**src/core/mcr_defs.vh**
```
`ifndef MCR_DEFS_VH
`define MCR_DEFS_VH
// ********************************
// Register offsets
// ********************************
`define MCR_ADDR_PORT_A      8'h80
`define MCR_ADDR_STACK       8'h81
`define MCR_ADDR_PTR0_LOW    8'h82
`define MCR_ADDR_PTR0_HIGH   8'h83
`define MCR_ADDR_PTR1_LOW    8'h84
`define MCR_ADDR_PTR1_HIGH   8'h85
`define MCR_ADDR_POWER       8'h87
`define MCR_ADDR_STRETCH     8'h8E
`define MCR_ADDR_PORT_B      8'h90
`define MCR_ADDR_PORT_C      8'hA0
`define MCR_ADDR_PORT_D      8'hB0
// ********************************
// Reset values
// ********************************
`define MCR_RST_STACK        8'h07
`define MCR_RST_PTR          8'h00
`define MCR_RST_COUNTER      16'h0000
`define MCR_RST_POWER        8'h00
`define MCR_RST_STRETCH      3'h1
`define MCR_RST_PORT         8'hFF
// ********************************
// Field positions
// ********************************
`define MCR_PWR_LIGHT_BIT    0
`define MCR_PWR_DEEP_BIT     1
`define MCR_PWR_BAUD_BIT     7
`define MCR_PWR_MASK         8'h83
`define MCR_STRETCH_MASK     8'h07
// ********************************
// Access timing (MPU clock cycles)
// ********************************
`define MCR_RD_ADDR_EXTRA    3'h1
`define MCR_WR_ADDR_EXTRA    3'h2
`endif

```
**src/core/mcr_port_pins.v**
```verilog
`timescale 1ns/1ps
// ********************************
// Four pins of one port latch with input synchroniser
// ********************************
module mcr_port_pins (
  // Clock and reset
  input  wire       clk,
  input  wire       rst,
  // Latch and global enable
  input  wire [7:0] latch,
  input  wire       enable,
  // Pins
  input  wire [3:0] pin_in,
  output reg  [3:0] pin_out,
  output reg  [3:0] pin_oe,
  // Synchronised pin level
  output reg  [3:0] level
);
  reg [3:0] sync1;
  reg [3:0] sync2;
  reg [3:0] sync3;

  always @(posedge clk) begin
    if (rst) begin
      sync1   <= 4'h0;
      sync2   <= 4'h0;
      sync3   <= 4'h0;
      level   <= 4'h0;
      pin_out <= 4'h0;
      pin_oe  <= 4'h0;
    end else begin
      sync1   <= pin_in;
      sync2   <= sync1;
      sync3   <= sync2;
      // Level moves only when second and third stages agree
      level   <= (sync2 & sync3) | (level & (sync2 | sync3));
      pin_oe  <= latch[7:4] & {4{enable}};  // RULE5 RULE8
      pin_out <= latch[3:0];  // RULE6
    end
  end
endmodule

```
**src/core/mcr_stretch_timer.v**
```verilog
`timescale 1ns/1ps
`include "mcr_defs.vh"
// ********************************
// External data move strobe timer
// ********************************
module mcr_stretch_timer (
  // Clock and reset
  input  wire        clk,
  input  wire        rst,
  // Request
  input  wire        start,
  input  wire        write,
  input  wire [2:0]  stretch,
  // Strobes
  output reg         addr_phase,
  output reg         rd_strobe,
  output reg         wr_strobe,
  output reg         busy,
  output reg         done
);
  reg [3:0] count;
  reg [3:0] wr_len;
  reg       is_write;

  always @(posedge clk) begin
    if (rst) begin
      count      <= 4'h0;
      wr_len     <= 4'h0;
      is_write   <= 1'b0;
      addr_phase <= 1'b0;
      rd_strobe  <= 1'b0;
      wr_strobe  <= 1'b0;
      busy       <= 1'b0;
      done       <= 1'b0;
    end else begin
      done <= 1'b0;
      if (start && !busy) begin
        busy       <= 1'b1;
        is_write   <= write;
        addr_phase <= 1'b1;
        rd_strobe  <= !write;
        wr_strobe  <= write;
        // Read: s+1 cycles; write: s+2 address, max(s,1) strobe
        count <= write ? ({1'b0, stretch} + {1'b0, `MCR_WR_ADDR_EXTRA}) - 4'h1
                       : ({1'b0, stretch} + {1'b0, `MCR_RD_ADDR_EXTRA}) - 4'h1;  // RULE10 RULE11
        wr_len <= (stretch == 3'h0) ? 4'h1 : {1'b0, stretch};  // RULE11
      end else if (busy) begin
        if (count == 4'h0) begin
          busy       <= 1'b0;
          addr_phase <= 1'b0;
          rd_strobe  <= 1'b0;
          wr_strobe  <= 1'b0;
          done       <= 1'b1;
        end else begin
          count <= count - 4'h1;
          if (is_write && wr_len <= 4'h1)
            wr_strobe <= 1'b0;
          if (is_write && wr_len != 4'h0)
            wr_len <= wr_len - 4'h1;
        end
      end
    end
  end
endmodule

```
**src/core/mcr_core_regs.v**
```verilog
`timescale 1ns/1ps
`include "mcr_defs.vh"
// Overview of operation
// RULE1: Stack pointer resets 07, pre-increments on push
// RULE2: Two 16-bit data pointers, byte-writable halves
// RULE3: Instruction counter resets 0000, advances per fetch
// RULE4: Port latch: upper nibble direction, lower value
// RULE5: Direction bit 1 means output
// RULE6: Value bit drives pin high or low
// RULE7: Value read returns actual pin level
// RULE8: Pins inputs until port enable set
// RULE9: 3-bit stretch field resets to one
// RULE10: Read address and strobe last s+1
// RULE11: Write address s+2, strobe max(s,1)
// RULE12: Firmware should set stretch to zero
// RULE13: Light halt bit stops execution only
// RULE14: Any interrupt ends light halt
// RULE15: Deep halt bit stops core and peripherals
// RULE16: Deep halt ends on reset or external interrupt
// RULE17: Bit 7 baud doubling, bits 6..2 unused
// RULE18: Power 00, stretch 01, ports FF at reset
// RULE19: Stretch affects only external data moves
// RULE20: Unused power bits read zero
module mcr_core_regs (
  // Clock and reset
  input  wire        CLOCK,
  input  wire        RESET,
  // Special register access
  input  wire [7:0]  SFR_ADDR,
  input  wire        SFR_WR,
  input  wire        SFR_RD,
  input  wire [7:0]  SFR_WDATA,
  output reg  [7:0]  SFR_RDATA,
  output reg         SFR_HIT,
  // Core sequencing events
  input  wire        FETCH_STEP,
  input  wire        COUNTER_LOAD,
  input  wire [15:0] COUNTER_VALUE,
  input  wire        STACK_PUSH,
  input  wire        STACK_POP,
  input  wire        POINTER_SELECT,
  input  wire        POINTER_INC,
  // External data move
  input  wire        XMOVE_START,
  input  wire        XMOVE_WRITE,
  output reg         XMOVE_ADDR_PHASE,
  output reg         XMOVE_RD_STROBE,
  output reg         XMOVE_WR_STROBE,
  output reg         XMOVE_DONE,
  output reg  [15:0] XMOVE_ADDRESS,
  // Pointer and counter views
  output reg  [15:0] INSTRUCTION_COUNTER,
  output reg  [7:0]  STACK_TOP_POINTER,
  output reg  [15:0] FIRST_ADDRESS_POINTER,
  output reg  [15:0] SECOND_ADDRESS_POINTER,
  // Power management
  input  wire        ANY_INTERRUPT,
  input  wire        EXT_INTERRUPT,
  output reg         CORE_HALT,
  output reg         PERIPH_HALT,
  output reg         BAUD_DOUBLE,
  // Shared general pins
  input  wire        PORT_ENABLE,
  input  wire [15:0] PIN_IN,
  output reg  [15:0] PIN_OUT,
  output reg  [15:0] PIN_OE
);
  // ********************************
  // Register state
  // ********************************
  reg  [7:0]  stack_top_pointer;
  reg  [7:0]  first_pointer_low;
  reg  [7:0]  first_pointer_high;
  reg  [7:0]  second_pointer_low;
  reg  [7:0]  second_pointer_high;
  reg  [15:0] instruction_counter;
  reg  [7:0]  power_control_register;
  reg  [2:0]  stretch_select;
  reg  [7:0]  port_latch_a;
  reg  [7:0]  port_latch_b;
  reg  [7:0]  port_latch_c;
  reg  [7:0]  port_latch_d;
  reg  [7:0]  next_rdata;
  reg         next_hit;
  wire [15:0] pin_level;
  wire [15:0] pin_out_w;
  wire [15:0] pin_oe_w;
  wire        t_addr;
  wire        t_rd;
  wire        t_wr;
  wire        t_done;
  wire [15:0] sel_ptr;
  wire [15:0] sel_ptr_inc;
  wire        wr_en;

  // Halted core takes no register writes or sequencing steps
  assign wr_en       = SFR_WR && !CORE_HALT;
  assign sel_ptr     = POINTER_SELECT ? {second_pointer_high, second_pointer_low}
                                      : {first_pointer_high, first_pointer_low};
  assign sel_ptr_inc = sel_ptr + 16'h0001;

  function hit_at;
    input [7:0] a;
    input [7:0] b;
    begin
      hit_at = (a == b);
    end
  endfunction

  // ********************************
  // Pin slices and stretch timer
  // ********************************
  mcr_port_pins u_pins_a (
    .clk     (CLOCK),
    .rst     (RESET),
    .latch   (port_latch_a),
    .enable  (PORT_ENABLE),
    .pin_in  (PIN_IN[3:0]),
    .pin_out (pin_out_w[3:0]),
    .pin_oe  (pin_oe_w[3:0]),
    .level   (pin_level[3:0])
  );
  mcr_port_pins u_pins_b (
    .clk     (CLOCK),
    .rst     (RESET),
    .latch   (port_latch_b),
    .enable  (PORT_ENABLE),
    .pin_in  (PIN_IN[7:4]),
    .pin_out (pin_out_w[7:4]),
    .pin_oe  (pin_oe_w[7:4]),
    .level   (pin_level[7:4])
  );
  mcr_port_pins u_pins_c (
    .clk     (CLOCK),
    .rst     (RESET),
    .latch   (port_latch_c),
    .enable  (PORT_ENABLE),
    .pin_in  (PIN_IN[11:8]),
    .pin_out (pin_out_w[11:8]),
    .pin_oe  (pin_oe_w[11:8]),
    .level   (pin_level[11:8])
  );
  mcr_port_pins u_pins_d (
    .clk     (CLOCK),
    .rst     (RESET),
    .latch   (port_latch_d),
    .enable  (PORT_ENABLE),
    .pin_in  (PIN_IN[15:12]),
    .pin_out (pin_out_w[15:12]),
    .pin_oe  (pin_oe_w[15:12]),
    .level   (pin_level[15:12])
  );

  // Only external data moves reach the stretch timer
  mcr_stretch_timer u_timer (  // RULE19
    .clk        (CLOCK),
    .rst        (RESET),
    .start      (XMOVE_START && !CORE_HALT),
    .write      (XMOVE_WRITE),
    .stretch    (stretch_select),  // RULE9
    .addr_phase (t_addr),
    .rd_strobe  (t_rd),
    .wr_strobe  (t_wr),
    .busy       (),
    .done       (t_done)
  );

  // ********************************
  // Register writes and sequencing
  // ********************************
  always @(posedge CLOCK) begin
    if (RESET) begin
      stack_top_pointer      <= `MCR_RST_STACK;  // RULE1
      first_pointer_low      <= `MCR_RST_PTR;
      first_pointer_high     <= `MCR_RST_PTR;
      second_pointer_low     <= `MCR_RST_PTR;
      second_pointer_high    <= `MCR_RST_PTR;
      instruction_counter    <= `MCR_RST_COUNTER;  // RULE3
      power_control_register <= `MCR_RST_POWER;  // RULE18
      stretch_select         <= `MCR_RST_STRETCH;  // RULE18
      port_latch_a           <= `MCR_RST_PORT;  // RULE18
      port_latch_b           <= `MCR_RST_PORT;
      port_latch_c           <= `MCR_RST_PORT;
      port_latch_d           <= `MCR_RST_PORT;
    end else begin
      if (!CORE_HALT) begin
        if (COUNTER_LOAD)
          instruction_counter <= COUNTER_VALUE;
        else if (FETCH_STEP)
          instruction_counter <= instruction_counter + 16'h0001;  // RULE3
        if (STACK_PUSH)
          stack_top_pointer <= stack_top_pointer + 8'h01;  // RULE1
        else if (STACK_POP)
          stack_top_pointer <= stack_top_pointer - 8'h01;
        if (POINTER_INC && !POINTER_SELECT) begin
          first_pointer_low  <= sel_ptr_inc[7:0];
          first_pointer_high <= sel_ptr_inc[15:8];
        end
        if (POINTER_INC && POINTER_SELECT) begin
          second_pointer_low  <= sel_ptr_inc[7:0];
          second_pointer_high <= sel_ptr_inc[15:8];
        end
      end
      if (wr_en) begin
        if (hit_at(SFR_ADDR, `MCR_ADDR_STACK))
          stack_top_pointer <= SFR_WDATA;
        else if (hit_at(SFR_ADDR, `MCR_ADDR_PTR0_LOW))
          first_pointer_low <= SFR_WDATA;  // RULE2
        else if (hit_at(SFR_ADDR, `MCR_ADDR_PTR0_HIGH))
          first_pointer_high <= SFR_WDATA;  // RULE2
        else if (hit_at(SFR_ADDR, `MCR_ADDR_PTR1_LOW))
          second_pointer_low <= SFR_WDATA;  // RULE2
        else if (hit_at(SFR_ADDR, `MCR_ADDR_PTR1_HIGH))
          second_pointer_high <= SFR_WDATA;  // RULE2
        else if (hit_at(SFR_ADDR, `MCR_ADDR_POWER))
          power_control_register <= SFR_WDATA & `MCR_PWR_MASK;  // RULE13 RULE15 RULE17 RULE20
        else if (hit_at(SFR_ADDR, `MCR_ADDR_STRETCH))
          stretch_select <= SFR_WDATA[2:0];  // RULE9 RULE12
        else if (hit_at(SFR_ADDR, `MCR_ADDR_PORT_A))
          port_latch_a <= SFR_WDATA;  // RULE4
        else if (hit_at(SFR_ADDR, `MCR_ADDR_PORT_B))
          port_latch_b <= SFR_WDATA;  // RULE4
        else if (hit_at(SFR_ADDR, `MCR_ADDR_PORT_C))
          port_latch_c <= SFR_WDATA;  // RULE4
        else if (hit_at(SFR_ADDR, `MCR_ADDR_PORT_D))
          port_latch_d <= SFR_WDATA;  // RULE4
      end
      // Wake wins over a same-cycle write; core resumes after the halting write
      if (power_control_register[`MCR_PWR_LIGHT_BIT] && ANY_INTERRUPT)
        power_control_register[`MCR_PWR_LIGHT_BIT] <= 1'b0;  // RULE14
      if (power_control_register[`MCR_PWR_DEEP_BIT] && EXT_INTERRUPT)
        power_control_register[`MCR_PWR_DEEP_BIT] <= 1'b0;  // RULE16
    end
  end

  // ********************************
  // Read decode
  // ********************************
  always @* begin
    next_rdata = 8'h00;
    next_hit   = 1'b1;
    if (hit_at(SFR_ADDR, `MCR_ADDR_STACK))
      next_rdata = stack_top_pointer;
    else if (hit_at(SFR_ADDR, `MCR_ADDR_PTR0_LOW))
      next_rdata = first_pointer_low;
    else if (hit_at(SFR_ADDR, `MCR_ADDR_PTR0_HIGH))
      next_rdata = first_pointer_high;
    else if (hit_at(SFR_ADDR, `MCR_ADDR_PTR1_LOW))
      next_rdata = second_pointer_low;
    else if (hit_at(SFR_ADDR, `MCR_ADDR_PTR1_HIGH))
      next_rdata = second_pointer_high;
    else if (hit_at(SFR_ADDR, `MCR_ADDR_POWER))
      next_rdata = power_control_register & `MCR_PWR_MASK;  // RULE20
    else if (hit_at(SFR_ADDR, `MCR_ADDR_STRETCH))
      next_rdata = {5'h00, stretch_select};
    else if (hit_at(SFR_ADDR, `MCR_ADDR_PORT_A))
      next_rdata = {port_latch_a[7:4], pin_level[3:0]};  // RULE7
    else if (hit_at(SFR_ADDR, `MCR_ADDR_PORT_B))
      next_rdata = {port_latch_b[7:4], pin_level[7:4]};  // RULE7
    else if (hit_at(SFR_ADDR, `MCR_ADDR_PORT_C))
      next_rdata = {port_latch_c[7:4], pin_level[11:8]};  // RULE7
    else if (hit_at(SFR_ADDR, `MCR_ADDR_PORT_D))
      next_rdata = {port_latch_d[7:4], pin_level[15:12]};  // RULE7
    else
      next_hit = 1'b0;
  end

  // ********************************
  // Registered outputs
  // ********************************
  always @(posedge CLOCK) begin
    if (RESET) begin
      SFR_RDATA              <= 8'h00;
      SFR_HIT                <= 1'b0;
      XMOVE_ADDR_PHASE       <= 1'b0;
      XMOVE_RD_STROBE        <= 1'b0;
      XMOVE_WR_STROBE        <= 1'b0;
      XMOVE_DONE             <= 1'b0;
      XMOVE_ADDRESS          <= 16'h0000;
      INSTRUCTION_COUNTER    <= 16'h0000;
      STACK_TOP_POINTER      <= 8'h00;
      FIRST_ADDRESS_POINTER  <= 16'h0000;
      SECOND_ADDRESS_POINTER <= 16'h0000;
      CORE_HALT              <= 1'b0;
      PERIPH_HALT            <= 1'b0;
      BAUD_DOUBLE            <= 1'b0;
      PIN_OUT                <= 16'h0000;
      PIN_OE                 <= 16'h0000;  // RULE8
    end else begin
      SFR_RDATA              <= SFR_RD ? next_rdata : 8'h00;
      SFR_HIT                <= (SFR_RD || SFR_WR) && next_hit;
      XMOVE_ADDR_PHASE       <= t_addr;  // RULE10 RULE11
      XMOVE_RD_STROBE        <= t_rd;
      XMOVE_WR_STROBE        <= t_wr;
      XMOVE_DONE             <= t_done;
      // A start refused by the halted core must not move the address
      if (XMOVE_START && !t_addr && !CORE_HALT)
        XMOVE_ADDRESS <= sel_ptr;  // RULE2
      INSTRUCTION_COUNTER    <= instruction_counter;
      STACK_TOP_POINTER      <= stack_top_pointer;
      FIRST_ADDRESS_POINTER  <= {first_pointer_high, first_pointer_low};
      SECOND_ADDRESS_POINTER <= {second_pointer_high, second_pointer_low};
      // Halt drops on the same edge that a wake clears its bit
      CORE_HALT   <= power_control_register[`MCR_PWR_LIGHT_BIT] && !ANY_INTERRUPT ||
                     power_control_register[`MCR_PWR_DEEP_BIT] && !EXT_INTERRUPT;  // RULE13 RULE15
      PERIPH_HALT <= power_control_register[`MCR_PWR_DEEP_BIT] && !EXT_INTERRUPT;  // RULE15
      BAUD_DOUBLE <= power_control_register[`MCR_PWR_BAUD_BIT];  // RULE17
      PIN_OUT     <= pin_out_w;  // RULE6
      PIN_OE      <= pin_oe_w;  // RULE5
    end
  end
endmodule

```
**config.mk**
```make
export PLATFORM = sky130hd
export DESIGN_NAME = mcr_core_regs
export DESIGN_NICKNAME = d
export VERILOG_FILES = /design/src/core/mcr_port_pins.v /design/src/core/mcr_stretch_timer.v /design/src/core/mcr_core_regs.v
export VERILOG_INCLUDE_DIRS = /design/src /design/src/core
export SDC_FILE = /design/constraint.sdc
export NUM_CORES = 1
export LEC_CHECK = 0
export BUFFER_PORTS_ARGS = -buffer_cell sky130_fd_sc_hd__buf_2
export CAP_MARGIN = 25
export CELL_PAD_IN_SITES_DETAIL_PLACEMENT = 0
export CELL_PAD_IN_SITES_GLOBAL_PLACEMENT = 1
export CORE_MARGIN = 3
export CORE_UTILIZATION = 35
export CTS_CLUSTER_DIAMETER = 40
export CTS_CLUSTER_SIZE = 30
export DETAILED_ROUTE_END_ITERATION = 16
export PLACE_DENSITY_LB_ADDON = 0.1
export REMOVE_ABC_BUFFERS = 1
export SLEW_MARGIN = 25
export SYNTH_ARGS = -nofsm -noshare
export SYNTH_HDL_FRONTEND = slang
export SYNTH_SLANG_ARGS = --single-unit
export TNS_END_PERCENT = 1
```
**constraint.sdc**
```tcl
create_clock -name CLOCK -period 2.6 [get_ports CLOCK]
set_clock_uncertainty 0.1 [all_clocks]
set_input_delay 0.52 -clock CLOCK [delete_from_list [all_inputs] [get_ports CLOCK]]
set_output_delay 0.52 -clock CLOCK [all_outputs]
set_load 0.01 [all_outputs]
```
==> impl_metrics.csv <==
group,metric,value,unit
timing,period_share,0.826,
power_and_ir_drop,seqPwrFrac,0.409,
yosys,synth_edf_count,0,
final_layout,multi_input_area,5680,um2
timing,tightest_slew,0.568,ns
yosys,avgSynthCellArea,9.43,um2
timing,fin_setup_tns,0,ns
run,maxCapViolCount,0,
place,place_congestion,0.862,
yosys,synthXorXnorAreaFrac,0.0244,
worst_hold_path,hold_path_class,"input pin to register",
clocking,cts_resized,0,
place,placement.io_buffers,182,
yosys,synthFlopType,"dfxtp_1",
yosys,synth_common_cells,"324 x dfxtp_1, 158 x nor2b_1, 139 x nand2_1",
timing,fin_worst_hold_slack,0.0542,ns
yosys,synth_area_leaders,"dfxtp_1 52%, nor2b_1 7.9%, nand2_1 4.1%",
clocking,htree_num_levels,2,
clocking,cts_hold_buf,0,
power_and_ir_drop,p_leak,0.00655,uW
floorplan,design.die.area,38300,um2
yosys,async_flop_share,0,
power_and_ir_drop,swShare,0.244,
clocking,numCtsBuffers,48,
global_route,grt_usage,0.190,
yosys,yosys.area.top_type,"dfxtp_1",
floorplan,initial_core_util,0.360,
final_layout,drive_gt1_frac,0.229,
power_and_ir_drop,pwr_density_cell,815,nW/um2
yosys,synthSimpleGateAreaFrac,0.229,
drt,vias_per_cell,5.00,
clocking,cts.sinks,324,
final_layout,fin_util,0.454,
final_layout,final_cells,2034,
clocking,cts_tree,"built",
power_and_ir_drop,irDropWorstVdd,0.548,mV
clocking,cts_root_buffer,"clkbuf_16",
place,dp_hpwl,26000,um
drt,drt_iter0_drc,589,
yosys,yosysWarningCount,0,
timing,relSlewSlack,0.620,
timing,drv_slew,0,
floorplan,num_rows,68,
final_layout,n_antenna_cell,0,
critical_path,endpoint_kind,"register",
global_route,grt_pass1_wl,58000,um
clocking,clkTransAtPathRegs,0.05,ns
final_layout,seqCellArea,6490,um2
critical_path,critPathKind,"register to register",
yosys,synth_most_common_cell,"dfxtp_1",
drt,dr_total_vias,10200,
timing,max_freq,0.466,GHz
drt,firstDrtPassIters,5,
timing,min_period,2.15,ns
drt,ant_nets,0,
yosys,synth_compound_area_frac,0.137,
floorplan,die_h,196,um
clocking,insertion_delay,0.56,ns
clocking,post_cts_buffers,0,
final_layout,layout.nets,1611,
timing,setup_viol,0,
power_and_ir_drop,switchingPower,3150,uW
yosys,syn_area,12600,um2
place,dp.cells,1944,
power_and_ir_drop,p_int,9780,uW
drt,routed_wl,37000,um
global_route,grt_overflow,0,
floorplan,ios,183,
floorplan,die_w,196,um
status,status,"complete, no violations",
yosys,synthMuxAreaShare,0.0507,
yosys,synth-seq-cells,324,
final_layout,fill_cells,3488,
final_layout,area_growth,26.0,%
power_and_ir_drop,combPwrFrac,0.067,
yosys,ys_types,80,
yosys,ys_seq_area_frac,0.515,
power_and_ir_drop,clockPowerShare,0.524,
critical_path,crit_fanout,8,
yosys,syn_inst,1335,
clocking,clockBufferDepth,3,
critical_path,cp_data_required_time,2.97,ns
global_route,grt_max_degree,121,
yosys,synth_top_family_by_area,"simple AND/OR/NAND/NOR gates",
critical_path,critPathArrivalTime,2.52,ns
critical_path,cp-start-kind,"register",
drt,wl_per_cell,18.2,um
global_route,grt_pass1_vias,9981,
drt,drc,0,
yosys,synth_fa_ha_area_frac,0.00895,
timing,finalHoldViolations,0,
timing,rsz0062_at_grt,"false",
yosys,synth_top_area_frac,0.515,
global_route,grt_antenna_before_repair,5,
floorplan,core_area,35000,um2
critical path: stages (launching register included):
cell and delay (ns):
dfxtp_1 0.34, inv_1 0.06, ha_1 0.24, nand4bb_1 0.28, o21ai_0 0.20, a21o_1 0.26, or3_1 0.36, a211oi_1 0.22
layout make-up:
class / instances / area share
clock buffers: 58 / 0.0820
clock inverters: 32 / 0.0260
inverters: 19 / 0.00450
multi-input cells: 909 / 0.358
flip-flops and latches: 324 / 0.409
well taps: 455 / 0.0359
repair buffers: 237 / 0.0848
routing by layer:
| metal | wire [um] | GRT usage | up-vias |
|---|---|---|---|
| met4 | 989 | 0.0597 | 6 |
| met5 | 34 | 0 | - |
| met1 | 16900 | 0.257 | 4741 |
| li1 | - | - | 5061 |
| met2 | 16800 | 0.303 | 299 |
| met3 | 2160 | 0.0442 | 72 |
metrics by stage:
stage	worst slack, ns	total power (uW)	instance area (um2)
detailed placement	0.187	6270	14100
global placement	0.199	6260	14100
finish	0.454	12900	15900
CTS	0.419	13100	15900
global route	0.271	13500	15900
floorplan	-0.294	5800	12200
flip-flops by register name (all words and copies together) (netlist names), 16 cells and up:
name / flops
instruction_counter: 16
PIN_OE: 16
INSTRUCTION_COUNTER: 16
PIN_OUT: 16
XMOVE_ADDRESS: 16
SECOND_ADDRESS_POINTER: 16
FIRST_ADDRESS_POINTER: 16
power by group through the flow:
stage	Combinational (uW)	Clock (uW)	Sequential [uW]
floorplan	411	0	5390
global placement	871	0	5390
detailed placement	876	0	5390
CTS	880	6970	5290
global route	973	7170	5310
finish	870	6780	5290
cell usage in the layout (no fill, tap or decap), drive strengths merged, types with 4 or more instances in the layout:
cell type	count
xor2	20
o31ai	9
clkbuf	59
nand4	15
o211ai	9
clkinv	8
and2	16
mux2i	48
nor3b	5
dfxtp	324
and3	10
a21oi	60
inv	33
a211oi	43
o21ai	60
clkinvlp	4
nand3	42
a21o	4
mux2	14
nand2b	7
a31oi	5
a221oi	9
bufinv	6
nand3b	5
a22oi	15
nor2	95
nand2	140
xnor2	15
o22ai	10
or3	10
nor2b	158
ha	9
nor3	20
buf	236
a311oi	10
worst paths after layout:
kind	slack (ns)	cells after the start	start	endpoint
setup / recovery	0.45	7	u_timer.count[0]$_SDFFE_PP0P_	u_timer.wr_len[3]$_SDFFE_PP0P_
hold / removal	0.05	2	ANY_INTERRUPT	power_control_register[0]$_SDFFE_PP0P_
setup reg to reg	0.45	7	u_timer.count[0]$_SDFFE_PP0P_	u_timer.wr_len[3]$_SDFFE_PP0P_
hold reg to reg	0.33	1	u_pins_c.pin_out[0]$_SDFF_PP0_	PIN_OUT[8]$_SDFF_PP0_
logic make-up after synthesis:
family / Yosys count
adders and majority gates: 9
muxes: 62
and+or+nand+nor: 545
DFF: 324
buffers and inverters: 102
AOI/OAI and AO/OA: 258
xor gates and xnor gates: 35
Note: power is estimated with default switching activity, not from simulation.
